`config.mk`:
```
export PLATFORM = sky130hd
export DESIGN_NAME = pport_core
export DESIGN_NICKNAME = d
export VERILOG_FILES = /design/src/core/pport_pkg.sv /design/src/core/bit_sync.sv /design/src/core/port_clock_gen.sv /design/src/core/pport_core.sv
export VERILOG_INCLUDE_DIRS = /design/src /design/src/core
export SDC_FILE = /design/constraint.sdc
export NUM_CORES = 1
export LEC_CHECK = 0
export ABC_AREA = 1
export BUFFER_PORTS_ARGS = -buffer_cell sky130_fd_sc_hd__buf_2
export CAP_MARGIN = 10
export CORE_MARGIN = 2
export CORE_UTILIZATION = 55
export DETAILED_ROUTE_END_ITERATION = 10
export HOLD_SLACK_MARGIN = 0.15
export PLACE_DENSITY = 0.92
export SKIP_CTS_REPAIR_TIMING = 1
export SLEW_MARGIN = 15
export SYNTH_ARGS = -nofsm -noshare
export SYNTH_HDL_FRONTEND = slang
export SYNTH_SLANG_ARGS = --single-unit
```
`constraint.sdc`:
```
create_clock -name pclk -period 2.4 [get_ports pclk]
set_input_delay 0.48 -clock pclk [delete_from_list [all_inputs] [get_ports pclk]]
set_output_delay 0.48 -clock pclk [all_outputs]
set_load 0.005 [all_outputs]
```
`src/core/pport_map.svh`:
```
// Purpose: register offsets, field positions and reset values of the sample output port
// Assumes: included by the package and by the port core
// Notes:   byte addresses on a 32-bit bus, one register per aligned word
`ifndef PPORT_MAP_SVH
`define PPORT_MAP_SVH

`define PP_CHANNELS        6
`define PP_CTRL_OFS        12'h000
`define PP_STATUS_OFS      12'h004

`define PP_CTRL_EN_LSB     0
`define PP_CTRL_PACKED_BIT 8
`define PP_CTRL_GAIN_BIT   9
`define PP_CTRL_MASTER_BIT 12
`define PP_CTRL_DIV_LSB    16
`define PP_CTRL_RESET      11'h000

`define PP_ST_PEND_LSB     0
`define PP_ST_REQ_BIT      8
`define PP_ST_STALL_BIT    9
`define PP_ST_TAG_LSB      12

`define PP_DIV_LAST_1      3'h0
`define PP_DIV_LAST_2      3'h1
`define PP_DIV_LAST_4      3'h3
`define PP_DIV_LAST_8      3'h7

`endif

```
`src/core/pport_pkg.sv`:
```
// Purpose: types shared by the sample output port
// Assumes: map header holds every number
// Notes:   one-hot word states
`include "pport_map.svh"
package pport_pkg;

	typedef struct packed {
		logic [15:0] i_word;
		logic [15:0] q_word;
		logic [15:0] gain_word;
	} sample_t;

	typedef enum logic [3:0] {
		ST_IDLE   = 4'b0001,
		ST_FIRST  = 4'b0010,
		ST_SECOND = 4'b0100,
		ST_GAIN   = 4'b1000
	} word_state_t;

	typedef struct packed {
		logic [`PP_CHANNELS-1:0] enable;
		logic                    packed_fmt;
		logic                    append_gain;
		logic                    clk_master;
		logic [1:0]              div_code;
	} ctrl_t;

	typedef struct packed {
		logic [15:0] word;
		logic        request;
		logic        i_flag;
		logic        gain_flag;
		logic [2:0]  tag;
	} port_out_t;

	typedef struct packed {
		word_state_t                      st;
		ctrl_t                            ctrl;
		port_out_t                        pout;
		sample_t                          cur;
		logic [`PP_CHANNELS-1:0]          pending;
		sample_t [`PP_CHANNELS-1:0]       hold;
		logic [31:0]                      prdata;
	} core_state_t;

endpackage

```
`src/core/bit_sync.sv`:
```
// Purpose: two-flop synchroniser for levels from outside the pclk domain
// Assumes: inputs are levels, each bit crosses on its own
// Notes:   only the second stage leaves this module
`timescale 1ns/1ns
module bit_sync #(
	parameter int W = 1
) (
	// clock and reset
	input  wire logic         pclk,
	input  wire logic         presetn,
	// levels
	input  wire logic [W-1:0] d,
	output logic      [W-1:0] q
);
	typedef struct packed {
		logic [W-1:0] s1;
		logic [W-1:0] s2;
	} sync_state_t;

	sync_state_t s;
	sync_state_t next_s;

	always_comb begin
		next_s    = s;
		next_s.s1 = d;
		next_s.s2 = s.s1;
	end

	always_ff @(posedge pclk or negedge presetn) begin
		if (!presetn) begin
			s <= '0;
		end else begin
			s <= next_s;
		end
	end

	assign q = s.s2;
endmodule

```
`src/core/port_clock_gen.sv`:
```
// Purpose: port clock edge enable, master divider or slave edge detect
// Assumes: slave clock already synchronised, slower than pclk/4
// Notes:   a flop cannot copy pclk, so divisor one holds the pin high
`timescale 1ns/1ns
`include "pport_map.svh"
module port_clock_gen (
	// clock and reset
	input  wire logic       pclk,
	input  wire logic       presetn,
	// settings
	input  wire logic       clk_master,
	input  wire logic [1:0] div_code,
	// port clock
	input  wire logic       port_clk_sync,
	output logic            port_edge,
	output logic            port_clk_out,
	output logic            port_clk_oe
);
	typedef struct packed {
		logic [2:0] count;
		logic       level;
		logic       oe;
		logic       prev;
	} gen_state_t;

	gen_state_t s;
	gen_state_t next_s;
	logic [2:0] last;

	function automatic logic [2:0] div_last(input logic [1:0] code);
		case (code)
			2'h0:    div_last = `PP_DIV_LAST_1;
			2'h1:    div_last = `PP_DIV_LAST_2;
			2'h2:    div_last = `PP_DIV_LAST_4;
			default: div_last = `PP_DIV_LAST_8;
		endcase
	endfunction

	always_comb begin
		next_s      = s;
		last        = div_last(div_code);
		next_s.prev = port_clk_sync;
		next_s.oe   = clk_master;
		next_s.count = (s.count >= last) ? 3'h0 : s.count + 3'h1;
		next_s.level = (next_s.count <= (last >> 1));
		if (clk_master) begin
			port_edge = (s.count >= last);
		end else begin
			port_edge = port_clk_sync & ~s.prev;
		end
	end

	always_ff @(posedge pclk or negedge presetn) begin
		if (!presetn) begin
			s <= '0;
		end else begin
			s <= next_s;
		end
	end

	assign port_clk_out = s.level;
	assign port_clk_oe  = s.oe;
endmodule

```
`src/core/pport_core.sv`:
```
// Purpose: sample output port with request/accept handshake and APB registers
// Assumes: pclk 20 MHz; sources pulse sample_ready with data valid that cycle
// Notes:   one port; the port clock is an edge enable, never a second clock
//
// Functional notes
// port clock pin is driven when the master bit is set, input otherwise
// master mode divides the core clock by one, two, four or eight
// slave mode works with a port clock synchronous or asynchronous to core
// after reset the port clock pin is an input
// data, request, flags and tag change only on port clock rising edges
// request rises when data is available and holds until all is sent
// accept low stalls the port, no word is shifted
// accept sampled on port clock edges; high with request shifts data
// accept is resynchronised, no setup to the port clock assumed
// first word follows accept within one and a half port periods
// with accept held high, data starts one port clock after request
// i flag high with I word on bus, and for each packed word
// gain flag high exactly while the gain word is on the bus
// channel tag carries the channel number of the word shifted out
// words are twos complement, 16-bit interleaved, 8-bit halves packed
// interleaved order is I, then Q, then gain when appended
// packed mode puts I in the upper byte and Q in the lower byte
// pending channels are served from channel zero down to channel five
// six channel enables; only enabled channels are queued
// reset drops request and flags and discards a partly sent sample
`timescale 1ns/1ns
`include "pport_map.svh"
module pport_core (
	// clock and reset
	input  wire logic                              pclk,
	input  wire logic                              presetn,
	// apb slave
	input  wire logic                              psel,
	input  wire logic                              penable,
	input  wire logic                              pwrite,
	input  wire logic [11:0]                       paddr,
	input  wire logic [31:0]                       pwdata,
	output logic      [31:0]                       prdata,
	output logic                                   pready,
	output logic                                   pslverr,
	// gain loop channel samples
	input  wire logic [`PP_CHANNELS-1:0]           sample_ready,
	input  wire pport_pkg::sample_t [`PP_CHANNELS-1:0] chan_sample,
	// port clock pin
	input  wire logic                              port_clk_in,
	output logic                                   port_clk_out,
	output logic                                   port_clk_oe,
	// port pins
	input  wire logic                              port_a_accept,
	output logic                                   port_a_request,
	output logic                                   port_a_i_flag,
	output logic                                   port_a_gain_flag,
	output logic      [2:0]                        port_a_channel_tag,
	output logic      [15:0]                       port_a_word_bus
);
	import pport_pkg::*;

	localparam core_state_t CORE_RESET = '{st: ST_IDLE, ctrl: ctrl_t'(`PP_CTRL_RESET),
		default: '0};

	core_state_t               s;
	core_state_t               next_s;
	logic                      clk_sync;
	logic                      accept;
	logic                      tick;
	logic                      setup;
	logic                      access;
	logic                      mapped;
	logic                      start;
	logic                      last_done;
	logic [2:0]                ch;
	logic [`PP_CHANNELS-1:0]   taken;
	logic [`PP_CHANNELS-1:0]   pend_after;
	logic [31:0]               ctrl_word;
	logic [31:0]               status_word;

	function automatic logic [2:0] first_set(input logic [`PP_CHANNELS-1:0] v);
		first_set = 3'h0;
		for (int k = `PP_CHANNELS - 1; k >= 0; k--) begin
			if (v[k]) begin
				first_set = 3'(k);
			end
		end
	endfunction

	// pin-side levels cross into pclk before any logic looks at them
	bit_sync #(
		.W (2)
	) u_sync (
		.pclk    (pclk),
		.presetn (presetn),
		.d       ({port_clk_in, port_a_accept}),
		.q       ({clk_sync, accept})
	);

	port_clock_gen u_clk (
		.pclk          (pclk),
		.presetn       (presetn),
		.clk_master    (s.ctrl.clk_master),
		.div_code      (s.ctrl.div_code),
		.port_clk_sync (clk_sync),
		.port_edge     (tick),
		.port_clk_out  (port_clk_out),
		.port_clk_oe   (port_clk_oe)
	);

	always_comb begin
		ctrl_word                                  = 32'h0000_0000;
		ctrl_word[`PP_CTRL_EN_LSB +: `PP_CHANNELS] = s.ctrl.enable;
		ctrl_word[`PP_CTRL_PACKED_BIT]             = s.ctrl.packed_fmt;
		ctrl_word[`PP_CTRL_GAIN_BIT]               = s.ctrl.append_gain;
		ctrl_word[`PP_CTRL_MASTER_BIT]             = s.ctrl.clk_master;
		ctrl_word[`PP_CTRL_DIV_LSB +: 2]           = s.ctrl.div_code;
		status_word                                = 32'h0000_0000;
		status_word[`PP_ST_PEND_LSB +: `PP_CHANNELS] = s.pending;
		status_word[`PP_ST_REQ_BIT]                = s.pout.request;
		status_word[`PP_ST_STALL_BIT]              = s.pout.request & ~accept;
		status_word[`PP_ST_TAG_LSB +: 3]           = s.pout.tag;
	end

	always_comb begin
		next_s    = s;
		setup     = psel & ~penable;
		access    = psel & penable;
		mapped    = (paddr == `PP_CTRL_OFS) || (paddr == `PP_STATUS_OFS);
		start     = 1'b0;
		last_done = 1'b0;
		ch        = first_set(s.pending);
		taken     = '0;

		// read data is latched in the setup cycle so prdata comes from a flop
		if (setup) begin
			if (paddr == `PP_CTRL_OFS) begin
				next_s.prdata = ctrl_word;
			end else if (paddr == `PP_STATUS_OFS) begin
				next_s.prdata = status_word;
			end else begin
				next_s.prdata = 32'h0000_0000;
			end
		end
		if (access && pwrite && (paddr == `PP_CTRL_OFS)) begin
			next_s.ctrl.enable      = pwdata[`PP_CTRL_EN_LSB +: `PP_CHANNELS];
			next_s.ctrl.packed_fmt  = pwdata[`PP_CTRL_PACKED_BIT];
			next_s.ctrl.append_gain = pwdata[`PP_CTRL_GAIN_BIT];
			next_s.ctrl.clk_master  = pwdata[`PP_CTRL_MASTER_BIT];
			next_s.ctrl.div_code    = pwdata[`PP_CTRL_DIV_LSB +: 2];
		end

		// a new sample overwrites one still waiting on the same channel
		for (int c = 0; c < `PP_CHANNELS; c++) begin
			if (sample_ready[c] && s.ctrl.enable[c]) begin
				next_s.hold[c] = chan_sample[c];
			end
		end

		// format changes take effect word by word; change them while idle
		if (tick) begin
			case (s.st)
				ST_IDLE: begin
					if (s.pout.request && accept && (|s.pending)) begin
						start = 1'b1;
					end
				end
				ST_FIRST: begin
					if (accept) begin
						if (!s.ctrl.packed_fmt) begin
							next_s.st             = ST_SECOND;
							next_s.pout.word      = s.cur.q_word;
							next_s.pout.i_flag    = 1'b0;
						end else if (s.ctrl.append_gain) begin
							next_s.st             = ST_GAIN;
							next_s.pout.word      = s.cur.gain_word;
							next_s.pout.i_flag    = 1'b0;
							next_s.pout.gain_flag = 1'b1;
						end else begin
							last_done = 1'b1;
						end
					end
				end
				ST_SECOND: begin
					if (accept) begin
						if (s.ctrl.append_gain) begin
							next_s.st             = ST_GAIN;
							next_s.pout.word      = s.cur.gain_word;
							next_s.pout.gain_flag = 1'b1;
						end else begin
							last_done = 1'b1;
						end
					end
				end
				ST_GAIN: begin
					if (accept) begin
						last_done = 1'b1;
					end
				end
				default: begin
					next_s.st = ST_IDLE;
				end
			endcase

			if (last_done) begin
				if (|s.pending) begin
					start = 1'b1;
				end else begin
					next_s.st             = ST_IDLE;
					next_s.pout.i_flag    = 1'b0;
					next_s.pout.gain_flag = 1'b0;
				end
			end

			if (start) begin
				taken[ch]             = 1'b1;
				next_s.cur            = s.hold[ch];
				next_s.st             = ST_FIRST;
				next_s.pout.tag       = ch;
				next_s.pout.i_flag    = 1'b1;
				next_s.pout.gain_flag = 1'b0;
				if (s.ctrl.packed_fmt) begin
					// twos complement: the top byte is the 8-bit component
					next_s.pout.word = {s.hold[ch].i_word[15:8],
						s.hold[ch].q_word[15:8]};
				end else begin
					next_s.pout.word = s.hold[ch].i_word;
				end
			end
		end

		pend_after = s.pending & ~taken;
		if (tick) begin
			next_s.pout.request = (next_s.st != ST_IDLE) || (|pend_after);
		end
		// an arriving sample wins over the take of the same channel
		next_s.pending = pend_after | (sample_ready & s.ctrl.enable);
	end

	always_ff @(posedge pclk or negedge presetn) begin
		if (!presetn) begin
			s <= CORE_RESET;
		end else begin
			s <= next_s;
		end
	end

	assign prdata             = s.prdata;
	assign pready             = 1'b1;
	assign pslverr            = psel & penable & ~mapped;
	assign port_a_request     = s.pout.request;
	assign port_a_i_flag      = s.pout.i_flag;
	assign port_a_gain_flag   = s.pout.gain_flag;
	assign port_a_channel_tag = s.pout.tag;
	assign port_a_word_bus    = s.pout.word;
endmodule

```
=== After elaboration in Yosys (flattened, before gate mapping) ===
Cells that the tools add are included.

* Add/sub/neg operators: 1
* Order comparisons: 4
* Equality and inequality tests: 10
* Muxes and demuxes: 56
* Bitwise logic cells: 13
* Reduce and logical (&&, ||, !) cells: 21

{| class="wikitable"
|+ Operator list
! cell !! number
|-
| $bmux W48 S3 || 1
|-
| $mux W16 || 5
|-
| $mux W53 || 1
|-
| $mux W48 || 1
|-
| $mux W4 || 8
|-
| $pmux W16 S2 || 1
|-
| $mux W3 || 7
|-
| $mux W1 || 18
|-
| $mux W18 || 1
|-
| $mux W15 || 1
|-
| $and A6 B6 Y6 || 2
|-
| $eq A12 B3 Y1 const B || 1
|-
| $logic_not A12 Y1 || 1
|-
| $mux W6 || 2
|-
| $pmux W4 S3 || 1
|-
| $reduce_or A6 Y1 || 2
|-
| $logic_and A1 B1 Y1 || 11
|-
| $pmux W3 S3 || 1
|-
| $mux W2 || 4
|-
| $mux W8 || 1
|-
| $ne A3 B2 Y1 const B || 2
|-
| $not A6 Y6 || 1
|-
| $or A6 B6 Y6 || 1
|-
| $and A1 B1 Y1 || 5
|-
| 22 further kinds || 26
|}

* Register bits after elaboration: 421
* Input bits: 345
* Output and inout port bits: 58

=== Logic depth before layout (Yosys ltp) ===
Gate-level depths: netlist of the first run.

* Depth in word-level cells: 16
* Depth in mapped cells: 16

=== By module ===
From an unflattened synthesis of the first run, not the netlist that was laid out.

* Cell total of the unflattened synthesis: 1997
* Area, all modules: 18286.3 um2

{| class="wikitable"
|+ By module, submodules not included
! module !! times used !! cells an instance !! area each (um2) !! sequential area each (um2)
|-
| pport_core || 1 || 1948 || 17805.8 || 9410.3
|-
| port_clock_gen || 1 || 45 || 380.4 || 150.1
|-
| bit_sync || 1 || 4 || 100.1 || 100.1
|}

=== Least setup slack after synthesis of the first run ===
OpenSTA, ideal clock, no wires.

* Path type: register to register
* Start: register s (netlist bit ctrl_word[17])
* End: register s (netlist bit port_a_word_bus[11])
* Library setup time: 0.124 ns
* Arrival time: 1.805 ns
* Path slack: 0.471 ns
* Cell stages (with the launch flop): 14
* Path buffers: 1
* Clock period less this slack: 1.929 ns
* Cells stage by stage: dfrtp_1 inv_1 nand2_1 ha_1 nand3_1 nand3_1 nand2_1 nand2_4 nand3_1 nand2_4 buf_6 inv_1 nand2_1 nand2_1

* Word-level cells in the longest chain between the ends: 5

{| class="wikitable"
|+ RTL lines
! item !! line !! RTL
|-
| start: declaration || pport_core.sv:61 || <nowiki>core_state_t s;</nowiki>
|-
| start signal: assignment || pport_core.sv:240 || <nowiki>s <= next_s;</nowiki>
|-
| $eq A2 B2 Y1, or another cell as far along || port_clock_gen.sv:31 || <nowiki>case (code)</nowiki>
|-
| $pmux W3 S3 (*) || port_clock_gen.sv:31 ||
|-
| $ge A3 B3 Y1 (*) || port_clock_gen.sv:47 || <nowiki>port_edge = (s.count >= last);</nowiki>
|-
| $mux W1 (*) || port_clock_gen.sv:46 || <nowiki>if (clk_master) begin</nowiki>
|-
| $reduce_and A4 Y1 (no source line) (*) || -- ||
|}

Mark *: on every way between the ends. The rest lies on a longest branch, timed or not.
A chain may end at the register's enable or synchronous reset.

=== Worst setup path after layout of the first run ===
* Start: register s[320] in the netlist's numbering
* End: register s (netlist bit port_a_word_bus[0])

* Word-level cells in the longest chain between the ends: 9

{| class="wikitable"
|+ RTL lines
! item !! line !! RTL
|-
| $reduce_or A6 Y1 || pport_core.sv:160, pport_core.sv:202 ||
|-
| $logic_and A1 B1 Y1 || pport_core.sv:160 || <nowiki>if (s.pout.request && accept && (|s.pending)) begin</nowiki>
|-
| $mux W1 || pport_core.sv:160 ||
|-
| $mux W1 || pport_core.sv:158 || <nowiki>case (s.st)</nowiki>
|-
| $mux W1 || pport_core.sv:202 || <nowiki>if (|s.pending) begin</nowiki>
|-
| $mux W1 || pport_core.sv:201 || <nowiki>if (last_done) begin</nowiki>
|-
| $mux W1 || pport_core.sv:157 || <nowiki>if (tick) begin</nowiki>
|-
| $ne A3 B2 Y1 (no source line) or $reduce_bool A3 Y1 (tied branches) || -- ||
|-
| $reduce_and A4 Y1 (no source line) || -- ||
|}

Several ways; a longest one is shown, not always the timed one. The select of a mux whose other input is x is not followed.

==> results by stage, run 1 <==
Outcome:
- The flow ran to the end, and the final reports show no timing, DRC or antenna violations.

STA:
- Timing would allow up to 436 MHz.
- Setup violations remaining at the end of the flow were counted as 0.
- For the pin with the worst max-slew slack, the measured transition is 691 ps.
- The number of hold-slack violations in the final timing report is 0.
- The worst max-slew margin expressed relative to the limit is 54.0%.
- On the final layout, the worst hold slack is 165 ps.
- The max-slew violation total from the final report is 0.
- Dividing the final minimum period by the clock period gives 95.6%.
- Summed over all failing endpoints, the final setup total negative slack is 0 ps.
- The setup clock skew after layout is 22.8 ps.
- The time the worst path needs with I/O delays and setup is 2300 ps.

CTS:
- The H-tree was split into 2 levels.
- TritonCTS built the clock tree.
- The clock drives 386 sinks.
- The number of buffers added by the clock tree synthesis step is 42.
- The maximum buffer depth of the clock tree is 3.
- The clock reaches the later pin of the worst-skew pair after 540 ps.
- Clock tree synthesis selected as its root buffer the cell sky130_fd_sc_hd__clkbuf_16.
- After clock tree synthesis, the clock-pin slew on the worst setup and hold paths is 60 ps.

Critical path:
- STA classifies the critical path startpoint as a register.
- The arrival time of the worst setup path is 2770 ps.
- Of all nets on the critical path, the largest fanout is 17.
- The sort of element at the end of the critical path is a register.
- Setup slack on the worst reg-to-reg path comes out at 100 ps.
- In this design, the stage delay of the slowest critical-path cell is 470 ps.
- Walking the worst path, the cells encountered are nor2_2 > nand2_1 > nor2_4 > buf_4 > o211ai_1 > nand3_1 > nand2_1 > nand3_1 > nand3_1 > nand2_1.
- At the worst endpoint, the required time is 2870 ps.
- Counting cells, the worst reg-to-reg path comes to 10.
- The cell at the slowest stage of the critical path is sky130_fd_sc_hd__dfrtp_1.
- The type of the setup path with the least slack is reg -> reg.

Final layout:
- After routing the design area is 21800 µm².
- Cells fill 67.1% of the core in the end.
- The number of inserted filler cells in the final layout is 2265.
- The leading cell type in the layout, fill and taps excluded is sky130_fd_sc_hd__dfrtp_1.
- In the layout the commonest cells are sky130_fd_sc_hd__dfrtp_1, sky130_fd_sc_hd__buf_2, sky130_fd_sc_hd__nand2_1.
- Relative to the synthesized area, the layout overhead comes to 20.4%.
- The combined flip-flop and latch cell area is 9660 µm².
- At the end of the flow, the number of nets in the layout was 2475.
- The area occupied by multi-input gates is 7210 µm².
- The post-route netlist has 34.9% of its cells at a drive strength greater than 1.

Global route:
- Entering global routing, the biggest net connects 98 pins.
- In the global route stage, met1 resource usage came out at 41.1%.
- The number of global-route vias before repair is 15587.
- The global-route met3 utilization is 7.12%.
- The initial antenna violation count was 22.
- For this run, the total global-route usage over all layers was measured as 33.0%.
- The residual overflow from global routing is 0.
- The first global-routing pass estimated 86100 µm of wire.
- In this run the most used layer during global routing was met2.
- Global routing used 54.0% of the available met2 tracks.

Detailed routing:
- In the routed layout, each cell is associated on average with a via count of 5.91.
- Once detail routing completed, the nets flagged for antenna violations numbered 0.
- Across all layers, the routed design uses 15473 vias.
- The routed design has 57000 µm of wire.
- In the final routed layout, each cell accounts on average for 21.8 µm.
- After the first detailed-routing iteration, the DRC count stood at 1521.
- For this run, design rule violations remaining after detail routing come to 0.
- The first TritonRoute pass finished after 6 iterations.

Min path:
- The path class of the tightest hold or removal check is in -> reg.
- The worst hold path was traced through 2 stages.

Synth:
- In this run, distinct cell masters in the synthesized netlist total 47.
- In the synthesized netlist the async set-or-reset flop fraction comes to 100%.
- In the post-synthesis netlist, the biggest area contributors are sky130_fd_sc_hd__dfrtp_1, sky130_fd_sc_hd__mux2_2, sky130_fd_sc_hd__nand2_1.
- The synthesis-stage register bit count is 386.
- The summed instance area of the synthesized netlist is 18100 µm².
- Of the synthesized area, sequential elements account for 53.4%.
- Averaged over all synthesized cells, the footprint is 10.0 µm².
- The yosys synthesis warning count is 0.
- The most instantiated flip-flop cell in the synthesis netlist is sky130_fd_sc_hd__dfrtp_1.
- The biggest area consumer among synthesized cells is sky130_fd_sc_hd__dfrtp_1.
- The share of the synthesized area in the top cell type is 53.3%.
- The synthesized design contains 0 enable-type register cells.
- The count of mapped cells out of synthesis is 1801.

Power:
- Across the VDD grid, the largest voltage drop is 0.000804 V.
- Summed over all nets, the switching power comes to 7.31 mW.
- Combinational cells account for 31.0% of the total power.
- The share of total power consumed by net switching is 36.2%.
- For this design the ratio of total power to cell area is 928 nW/µm².
- The clock share of power is 32.5%.
- The internal power of the cells totals 12.9 mW.
- The standby leakage power is 11.4 nW.
- Sequential cells burn 36.5% of the power.

Floorplanning:
- The number of ports placed on the die boundary is 403.
- The placeable core area is 32500 µm².
- The die covers 34300 µm².
- The number of cell rows is 66.
- From left edge to right edge, the die measures 185 µm.
- The die boundary height is 185 µm.
- The initial cell density of the core is 55.7%.

Place:
- The count of input and output buffers is 361.
- At the end of routability-driven placement, the weighted congestion stood at 0.905.
- The placed cell area is 20200 µm².
- The HPWL after detailed placement is 39400 µm.

Run:
- The number of violations of the max-capacitance limit is 0.
==> cells in the mapped netlist, types with 3 or more instances <==
cell type,instances
sky130_fd_sc_hd__or2_1,3
sky130_fd_sc_hd__a22oi_1,34
sky130_fd_sc_hd__buf_1,9
sky130_fd_sc_hd__o22ai_1,19
sky130_fd_sc_hd__o21ai_0,130
sky130_fd_sc_hd__inv_2,3
sky130_fd_sc_hd__nand3_1,54
sky130_fd_sc_hd__o21ai_1,14
sky130_fd_sc_hd__buf_4,58
sky130_fd_sc_hd__o31ai_1,10
sky130_fd_sc_hd__buf_6,7
sky130_fd_sc_hd__o211ai_1,34
sky130_fd_sc_hd__nand3_2,6
sky130_fd_sc_hd__dfrtp_1,385
sky130_fd_sc_hd__a21oi_1,108
sky130_fd_sc_hd__nor2_2,3
sky130_fd_sc_hd__nand2_1,236
sky130_fd_sc_hd__inv_1,108
sky130_fd_sc_hd__buf_2,31
sky130_fd_sc_hd__nor3_1,4
sky130_fd_sc_hd__clkbuf_1,51
sky130_fd_sc_hd__or2_2,6
sky130_fd_sc_hd__mux2_2,226
sky130_fd_sc_hd__nor2_1,201
sky130_fd_sc_hd__a221oi_1,7
sky130_fd_sc_hd__nand2_2,4
sky130_fd_sc_hd__a31oi_1,5
sky130_fd_sc_hd__ha_1,6
sky130_fd_sc_hd__nand4_1,12
==> power groups by stage <==
stage / logic, mW / registers (mW) / clock network (mW)
after detailed placement: 6.00 / 7.47 / 0
after global routing: 6.73 / 7.42 / 6.89
after floorplan: 3.70 / 7.35 / 0
after CTS: 6.09 / 7.36 / 6.59
final: 6.27 / 7.38 / 6.56
after global placement: 5.87 / 7.45 / 0
==> worst paths after layout <==
check                            startpoint            endpoint
max                                  s[320]  port_a_word_bus[0]
min                        chan_sample[235]              s[267]
max reg2reg                          s[320]  port_a_word_bus[0]
min reg2reg                u_sync.next_s[0]         u_sync.q[0]
max in group asynchronous           presetn              s[305]
min in group asynchronous           presetn              s[318]
==> layout make-up <==
type	instances	share of cell area, %
Tap cell	442	2.54
Timing Repair Buffer	417	11.2
Multi-Input combinational cell	1162	33.1
Antenna cell	20	0.230
Clock inverter	15	0.833
Clock buffer	61	5.67
Sequential cell	386	44.4
Inverter	115	2.05
==> metal layers <==
metal,vias up,wire (µm)
li1,6689,-
met3,255,5440
met2,998,27000
met1,7521,21000
met5,-,73
met4,10,3460
==> flip-flops by register name (all words and copies together), names as in the netlist <==
register            cells
ctrl_word              11
port_a_channel_tag      3
port_a_gain_flag        1
port_a_i_flag           1
port_a_request          1
port_a_word_bus        16
prdata                 13
s                     330
u_clk.port_clk_oe       1
u_clk.port_clk_out      1
u_clk.s                 4
u_sync.next_s           2
u_sync.q                2
==> per-stage QoR <==
step / setup WS, ps / instances / total power, mW
2_1_floorplan: 471 / 1819 / 11.0
3_3_place_gp: 126 / 2515 / 13.3
3_5_place_dp: -21.9 / 2515 / 13.5
4_1_cts: -73.7 / 2591 / 20.0
5_1_grt: -7.71 / 2613 / 21.0
6_report: 104 / 2618 / 20.2
==> logic make-up (layout without fill, tap and decap cells) <==
| group | count (synthesis) | after routing | share of synthesized area [%] |
|---|---|---|---|
| other | 2 | 40 | 0.0415 |
| adder cells (fa/ha/maj) | 6 | 6 | 0.415 |
| XOR/XNOR | 1 | 1 | 0.0485 |
| multiplexers | 226 | 226 | 14.1 |
| AO/OA/AOI/OAI | 368 | 368 | 11.7 |
| buffers and inverters | 272 | 608 | 7.53 |
| flip-flops | 386 | 386 | 53.4 |
| AND/OR/NAND/NOR | 540 | 541 | 12.7 |
==> worst max-delay path: cells and delay by family, from the launching register on <==
kind,cells,cell delay [ps]
AND/OR/NAND/NOR,8,1290
flip-flops,1,470
buffers and inverters,1,310
AO/OA/AOI/OAI,1,160
No activity file was read; power rests on OpenSTA's default activity.
==> inputs of run 2 (changes only) <==
- PLACE_DENSITY: 0.92 -> 0.79
==> run 2 against run 1 <==
Largest power group unchanged; maximum frequency increased by 3.3%; count of clock-buffer cells in the layout decreased by 5; non-clock buffer count decreased by 7; final cell count decreased by 0.80%; critical path type unchanged; total power decreased by 2.5%; global-route usage decreased by 2.2 points; sequential power about the same; clock skew decreased by 4.1 ps; utilization decreased by 0.47 points.
==> results by stage, run 2 (synthesized netlist as in run 1, its figures left out) <==
Final layout:
- The combined flip-flop and latch cell area is 9660 µm² (unchanged).
- The library cell used most frequently in the layout, excluding fill and tap cells, is sky130_fd_sc_hd__dfrtp_1.
- The number of inserted filler cells in the final layout is 2519 (+11%).
- The final core area utilization is 66.6% (-0.47 points).
- The largest register by flop count is s.
- The area occupied by multi-input gates was 7210 µm² (about the same).
- In the layout the commonest cells are sky130_fd_sc_hd__dfrtp_1, sky130_fd_sc_hd__buf_2, sky130_fd_sc_hd__nand2_1.
- The number of flip-flops in the largest register is 330 (unchanged).
- The share of post-route cells with drive strength above 1 is 34.7% (-0.19 points).
- The area growth from synthesis to layout is 19.6%.
- The final-stage net count came to 2468 (-0.28%).

STA:
- The actual transition at the worst max-transition pin is 714 ps (+23.3 ps).
- The setup clock skew after layout is 18.8 ps (-4.06 ps).
- The accumulated negative setup slack is 0 ps (unchanged).
- The number of hold-slack violations in the final timing report is 0 (unchanged).
- The fmax is 450 MHz (+3.3%).
- The time the worst path needs with I/O delays and setup is 2220 ps (-72.3 ps).
- The worst hold margin is 160 ps (-5.19 ps).
- Setup repair after global routing left no endpoint under its margin.
- The final worst-path cycle share is 92.6% (-3.0 points).
- The count of endpoints failing setup in the final report is 0 (unchanged).
- The max-slew violation total from the final report is 0 (unchanged).
- The worst max-slew margin expressed relative to the limit is 52.4% (-1.6 points).

Detailed routing:
- The average detailed-routed wire length per instance is 20.5 µm (-5.9%).
- The number of vias in the routed layout is 14736 (-4.8%).
- The via count normalized by instance count is 5.67 (-4.0%).
- The total iterations of the first detailed-routing run is 5 (-1).
- The residual antenna-violating net count after detailed routing is 0 (unchanged).
- The number of DRC markers in iteration 0 is 1187 (-22%).
- The DRC violation count after routing is 0 (unchanged).
- The wire length after detailed routing is 53200 µm (-6.6%).

Floorplanning:
- The x dimension of the die is 185 µm (unchanged).
- The initial cell density of the core is 55.7% (unchanged).
- The number of cell rows is 66 (unchanged).
- The die boundary height was 185 µm (unchanged).
- The placeable core area came to 32500 µm² (unchanged).
- The number of ports placed on the die boundary is 403 (unchanged).
- The die footprint is 34300 µm² (unchanged).

CTS:
- The clock-pin slew on the worst setup and hold paths is 60 ps (about the same).
- The clock tree from TritonCTS is done.
- The root buffer cell chosen for the clock tree is sky130_fd_sc_hd__clkbuf_16.
- The later-pin clock latency in the skew report is 550 ps (about the same).
- The depth of the CTS H-tree is 2 (unchanged).
- The maximum buffer depth of the clock tree was 3 (unchanged).
- The CTS sink count is 386 (unchanged).
- The number of buffers added by the clock tree synthesis step is 41 (-2.4%).

Critical path:
- The critical path required time is 2820 ps (-50 ps).
- The destination of the worst register-to-register timing path is port_a_word_bus[13].
- The kind of start point of the critical path is a register.
- The critical path is of the reg -> reg type.
- The maximum fanout count along the critical path is 18 (+1).
- The worst setup slack for register-to-register paths is 180 ps (+70 ps).
- The depth of the most critical reg-to-reg path is 11 (+1).
- The arrival time of the worst setup path is 2640 ps (-130 ps).
- The sort of element at the end of the critical path is a register.
- The startpoint identified for the worst register-to-register timing path is ctrl_word[17].
- The most critical setup path has its startpoint at ctrl_word[17].

Place:
- The count of input and output buffers was 361 (unchanged).
- The HPWL after detailed placement is 36700 µm (-6.8%).
- The final estimated routing congestion in global placement is 0.875 (-3.3%).

Global route:
- The global-route wire length before repair came to 80600 µm (-6.4%).
- The largest net degree at the start of global routing is 84 (-14%).
- The initial antenna violation count is 16 (-27%).
- The total routing resource utilization after global routing is 30.8% (-2.2 points).
- The residual overflow from global routing is 0 (unchanged).
- The number of global-route vias before repair came to 14499 (-7.0%).

Power:
- The standby leakage power is 11.3 nW (-0.52%).
- The worst voltage drop across the vdd grid came to 0.000684 V (-15%).
- The total power density per cell area is 912 nW/µm² (-1.8%).

Min path:
- The worst min-delay path startpoint is chan_sample[269].
- For hold timing, the worst endpoint is s[301].
- The kind of path behind the tightest hold check is in -> reg.
- The worst hold path stage count is 2 (unchanged).

Run:
- The number of violations of the max-capacitance limit came to 0 (unchanged).

Outcome:
- The flow ran to the end, and the final reports show no timing, DRC or antenna violations.
run 2: through the flow:
stage / setup slack [ps] / area [µm²] / cells / total power [mW]
finish: 177 / 21600 / 2597 / 19.7
global route: 33.0 / 21600 / 2595 / 20.6
CTS: -34.1 / 21500 / 2582 / 19.7
detailed placement: 86.4 / 20200 / 2511 / 13.3
global placement: 141 / 20200 / 2511 / 13.2
floorplan: 471 / 18100 / 1819 / 11.0
run 2: where the power goes:
group          switching, mW  total, mW  internal, mW
Clock                   2.63       6.36          3.73
Sequential             0.382       7.38          7.00
Combinational           4.09       5.98          1.90
run 2: how the worst max path moves through the flow:
stage                               end  slack [ps]  depth (start not counted)
finish              port_a_word_bus[13]         180                         11
CTS                  port_a_word_bus[6]         -30                         12
global placement     port_a_word_bus[6]         140                         12
global route         port_a_word_bus[6]          30                         12
detailed placement   port_a_word_bus[1]          90                         11
floorplan           port_a_word_bus[11]         470                         13
run 2: layer usage:
metal	wire (µm)	up-vias	track usage [%]
met5	76	-	0
met4	2050	12	13.3
li1	-	6649	-
met1	21600	7266	41.2
met3	4310	136	6.06
met2	25200	673	49.2
run 2: layout make-up:
cell class,count,area share [%]
clock inverters,15,0.827
flip-flops and latches,386,44.7
multi-input cells,1163,33.3
repair buffers,410,11.1
diodes,10,0.116
inverters,115,2.07
well taps,442,2.56
clock buffers,56,5.38
run 2: critical path: stages (launching register included):
cell and delay [ps]:
sky130_fd_sc_hd__dfrtp_1 400, sky130_fd_sc_hd__nand2_1 110, sky130_fd_sc_hd__ha_1 330, sky130_fd_sc_hd__a21oi_2 200
sky130_fd_sc_hd__nand3_2 130, sky130_fd_sc_hd__nand2_2 140, sky130_fd_sc_hd__nand2_8 140, sky130_fd_sc_hd__nand3_2 140
sky130_fd_sc_hd__buf_4 180, sky130_fd_sc_hd__o21ai_0 110, sky130_fd_sc_hd__o21ai_1 90, sky130_fd_sc_hd__o21ai_0 110
==> inputs of run 3 (changes only) <==
- CTS_BUF_LIST: default -> sky130_fd_sc_hd__clkbuf_16
- CTS_CLUSTER_DIAMETER: default -> 40
==> run 3 against run 2 <==
Clock power increased by 23%; design area increased by 3.3%; critical endpoint is now s[344]; die area unchanged; sequential share of layout area decreased by 1.4 points; highest routed layer unchanged; total power increased by 7.6%; worst hold slack got worse by 16 ps; routed wire length increased by 1.8%; largest cell class unchanged; first-iteration DRC count increased by 8.4%.
==> results by stage, run 3 (synthesized netlist as in run 1, its figures left out) <==
Critical path:
- The worst setup path is captured at a register.
- The worst setup slack for register-to-register paths is 160 ps (-20 ps).
- The critical path in this run is classified as reg -> reg.
- The critical register-to-register path startpoint is ctrl_word[17].
- The end point of the critical path is s[344].
- The critical path goes through nand2_1 > ha_1 > nand3_1 > nand3_1 > nand2_1 > nand2_4 > buf_4 > buf_4 > nand2_4 > o31ai_1.
- The maximum fanout count along the critical path was 20 (+2).
- The critical path's largest stage delay is 390 ps (about the same).
- The depth of the most critical reg-to-reg path is 10 (-1).
- The source of the critical timing path is ctrl_word[17].
- The worst register-to-register path ends at s[344].
- STA classifies the critical path startpoint as a register.
- The critical path required time is 2850 ps (+30 ps).
- The cell at the slowest stage of the critical path is sky130_fd_sc_hd__dfrtp_1.
- The arrival time of the worst setup path was 2690 ps (+50 ps).

STA:
- The setup clock skew after layout came to 30.3 ps (+11.5 ps).
- The slack of the critical path is 158 ps (-18.7 ps).
- The final worst-path cycle share is 93.4% (+0.78 points).
- The time the worst path needs with I/O delays and setup came to 2240 ps (+18.7 ps).
- The worst max-slew margin expressed relative to the limit came to 51.3% (-1.1 points).
- The fmax came to 446 MHz (-0.83%).
- The actual transition at the worst max-transition pin was 731 ps (+17.1 ps).
- The number of hold-slack violations in the final timing report is 0 (unchanged).
- The accumulated negative setup slack is 0 ps (unchanged).
- The max-slew violation total from the final report is 0 (unchanged).
- Setup repair after global routing left no endpoint under its margin.
- The count of endpoints failing setup in the final report is 0 (unchanged).

Global route:
- The number of global-route vias before repair is 14687 (+1.3%).
- The initial antenna violation count is 15 (-1).
- The total routing resource utilization after global routing was 31.0% (+0.14 points).
- The global-route wire length before repair is 81000 µm (+0.51%).
- The largest net degree at the start of global routing was 84 (unchanged).
- The residual overflow from global routing is 0 (unchanged).

Detailed routing:
- The total iterations of the first detailed-routing run came to 5 (unchanged).
- The average detailed-routed wire length per instance is 20.4 µm (-0.47%).
- The uppermost layer routed is met5.
- The number of vias in the routed layout was 15071 (+2.3%).
- The via count normalized by instance count is 5.67 (about the same).
- The number of DRC markers in iteration 0 was 1287 (+8.4%).
- The routed length on met2 is 25700 µm (+2.3%).
- The DRC violation count after routing is 0 (unchanged).
- The routed wire length on met3 came to 4510 µm (+4.6%).
- The wire length after detailed routing is 54200 µm (+1.8%).
- The residual antenna-violating net count after detailed routing came to 0 (unchanged).
- The post-route met1 wirelength is 21500 µm (-0.51%).

Final layout:
- The number of inserted filler cells in the final layout is 2398 (-4.8%).
- The area growth from synthesis to layout is 23.6%.
- The largest register by flop count is s.
- The final-stage net count is 2513 (+1.8%).
- The library cells used most frequently in the layout, excluding fill and tap cells, are sky130_fd_sc_hd__dfrtp_1, sky130_fd_sc_hd__buf_2, sky130_fd_sc_hd__nand2_1.
- The number of flip-flops in the largest register is 330 (unchanged).
- The library cell used most frequently in the layout, excluding fill and tap cells, is sky130_fd_sc_hd__dfrtp_1.
- The share of post-route cells with drive strength above 1 was 34.7% (about the same).

Power:
- The total power is 21.2 mW (+7.6%).
- The worst voltage drop across the vdd grid was 0.000775 V (+13%).
- The total power density per cell area is 949 nW/µm² (+4.1%).
- The standby leakage power is 11.6 nW (+3.1%).

Floorplanning:
- The number of ports placed on the die boundary came to 403 (unchanged).
- The initial cell density of the core is 55.7% (unchanged).
- The placeable core area came to 32500 µm² (unchanged).
- The die footprint is 34300 µm² (unchanged).
- The number of cell rows is 66 (unchanged).
- The die boundary height came to 185 µm (unchanged).
- The x dimension of the die is 185 µm (unchanged).

CTS:
- The maximum buffer depth of the clock tree came to 3 (unchanged).
- The depth of the CTS H-tree is 2 (unchanged).
- The number of buffers added by the clock tree synthesis step is 52 (+27%).
- The clock tree from TritonCTS is done.
- The clock-pin slew on the worst setup and hold paths is 60 ps (about the same).
- The CTS sink count came to 386 (unchanged).
- The root buffer cell is sky130_fd_sc_hd__clkbuf_16.
- The later-pin clock latency in the skew report was 570 ps (+20 ps).

Place:
- The HPWL after detailed placement is 36700 µm (unchanged).
- The count of input and output buffers is 361 (unchanged).
- The final estimated routing congestion in global placement is 0.875 (unchanged).
- The worst slack at placement is 86.4 ps (unchanged).

Outcome:
- The run finished with clean final reports.

Run:
- The number of violations of the max-capacitance limit is 0 (unchanged).

Min path:
- The kind of path behind the tightest hold check is in -> reg.
run 3: metrics by stage:
step / utilization, % / area, µm² / hold WS (ps) / std cells
floorplan: - / 18100 / 184 / 1819
global placement: 62.2 / 20200 / 335 / 2511
detailed placement: 62.2 / 20200 / 336 / 2511
CTS: 67.6 / 21900 / -123 / 2607
global route: 68.8 / 22300 / 150 / 2654
finish: 68.9 / 22300 / 144 / 2656
run 3: critical path, delay by kind of cell (launching register included):
kind	cells	cell delay [ps]
flops	1	390
simple gates	6	820
buf+inv	2	270
fa+ha+maj	1	340
compound gates	1	300
run 3: worst min-delay path by stage:
stage                               to  slack [ps]  cells after the start             start
final                           s[309]         140                      2  chan_sample[277]
after global routing            s[280]         150                      2  chan_sample[248]
after CTS                       s[315]        -120                      1           presetn
after detailed placement   u_sync.q[0]         340                      0  u_sync.next_s[0]
after global placement     u_sync.q[1]         340                      0  u_sync.next_s[1]
after floorplan           ctrl_word[0]         180                      0           presetn
run 3: cell type report:
cell class / instances / area (µm²) / area share, %
antenna: 10 / 25.0 / 0.112
clock buffer: 53 / 1330 / 5.93
sequential: 386 / 9660 / 43.2
multi-input combinational: 1162 / 7170 / 32.1
clock inverter: 43 / 435 / 1.95
tap: 442 / 553 / 2.47
timing repair buffer: 445 / 2730 / 12.2
inverter: 115 / 447 / 2.00
run 3: per-layer routing:
layer	up-vias	GRT usage, %
met3	157	7.00
met1	7388	40.6
li1	6765	-
met4	12	14.1
met5	-	0
met2	749	49.2
run 3: power breakdown:
group | internal, mW | switching (mW)
sequential | 7.00 | 0.378
combinational | 1.93 | 4.11
clock | 4.73 | 3.07
total | 13.7 | 7.55
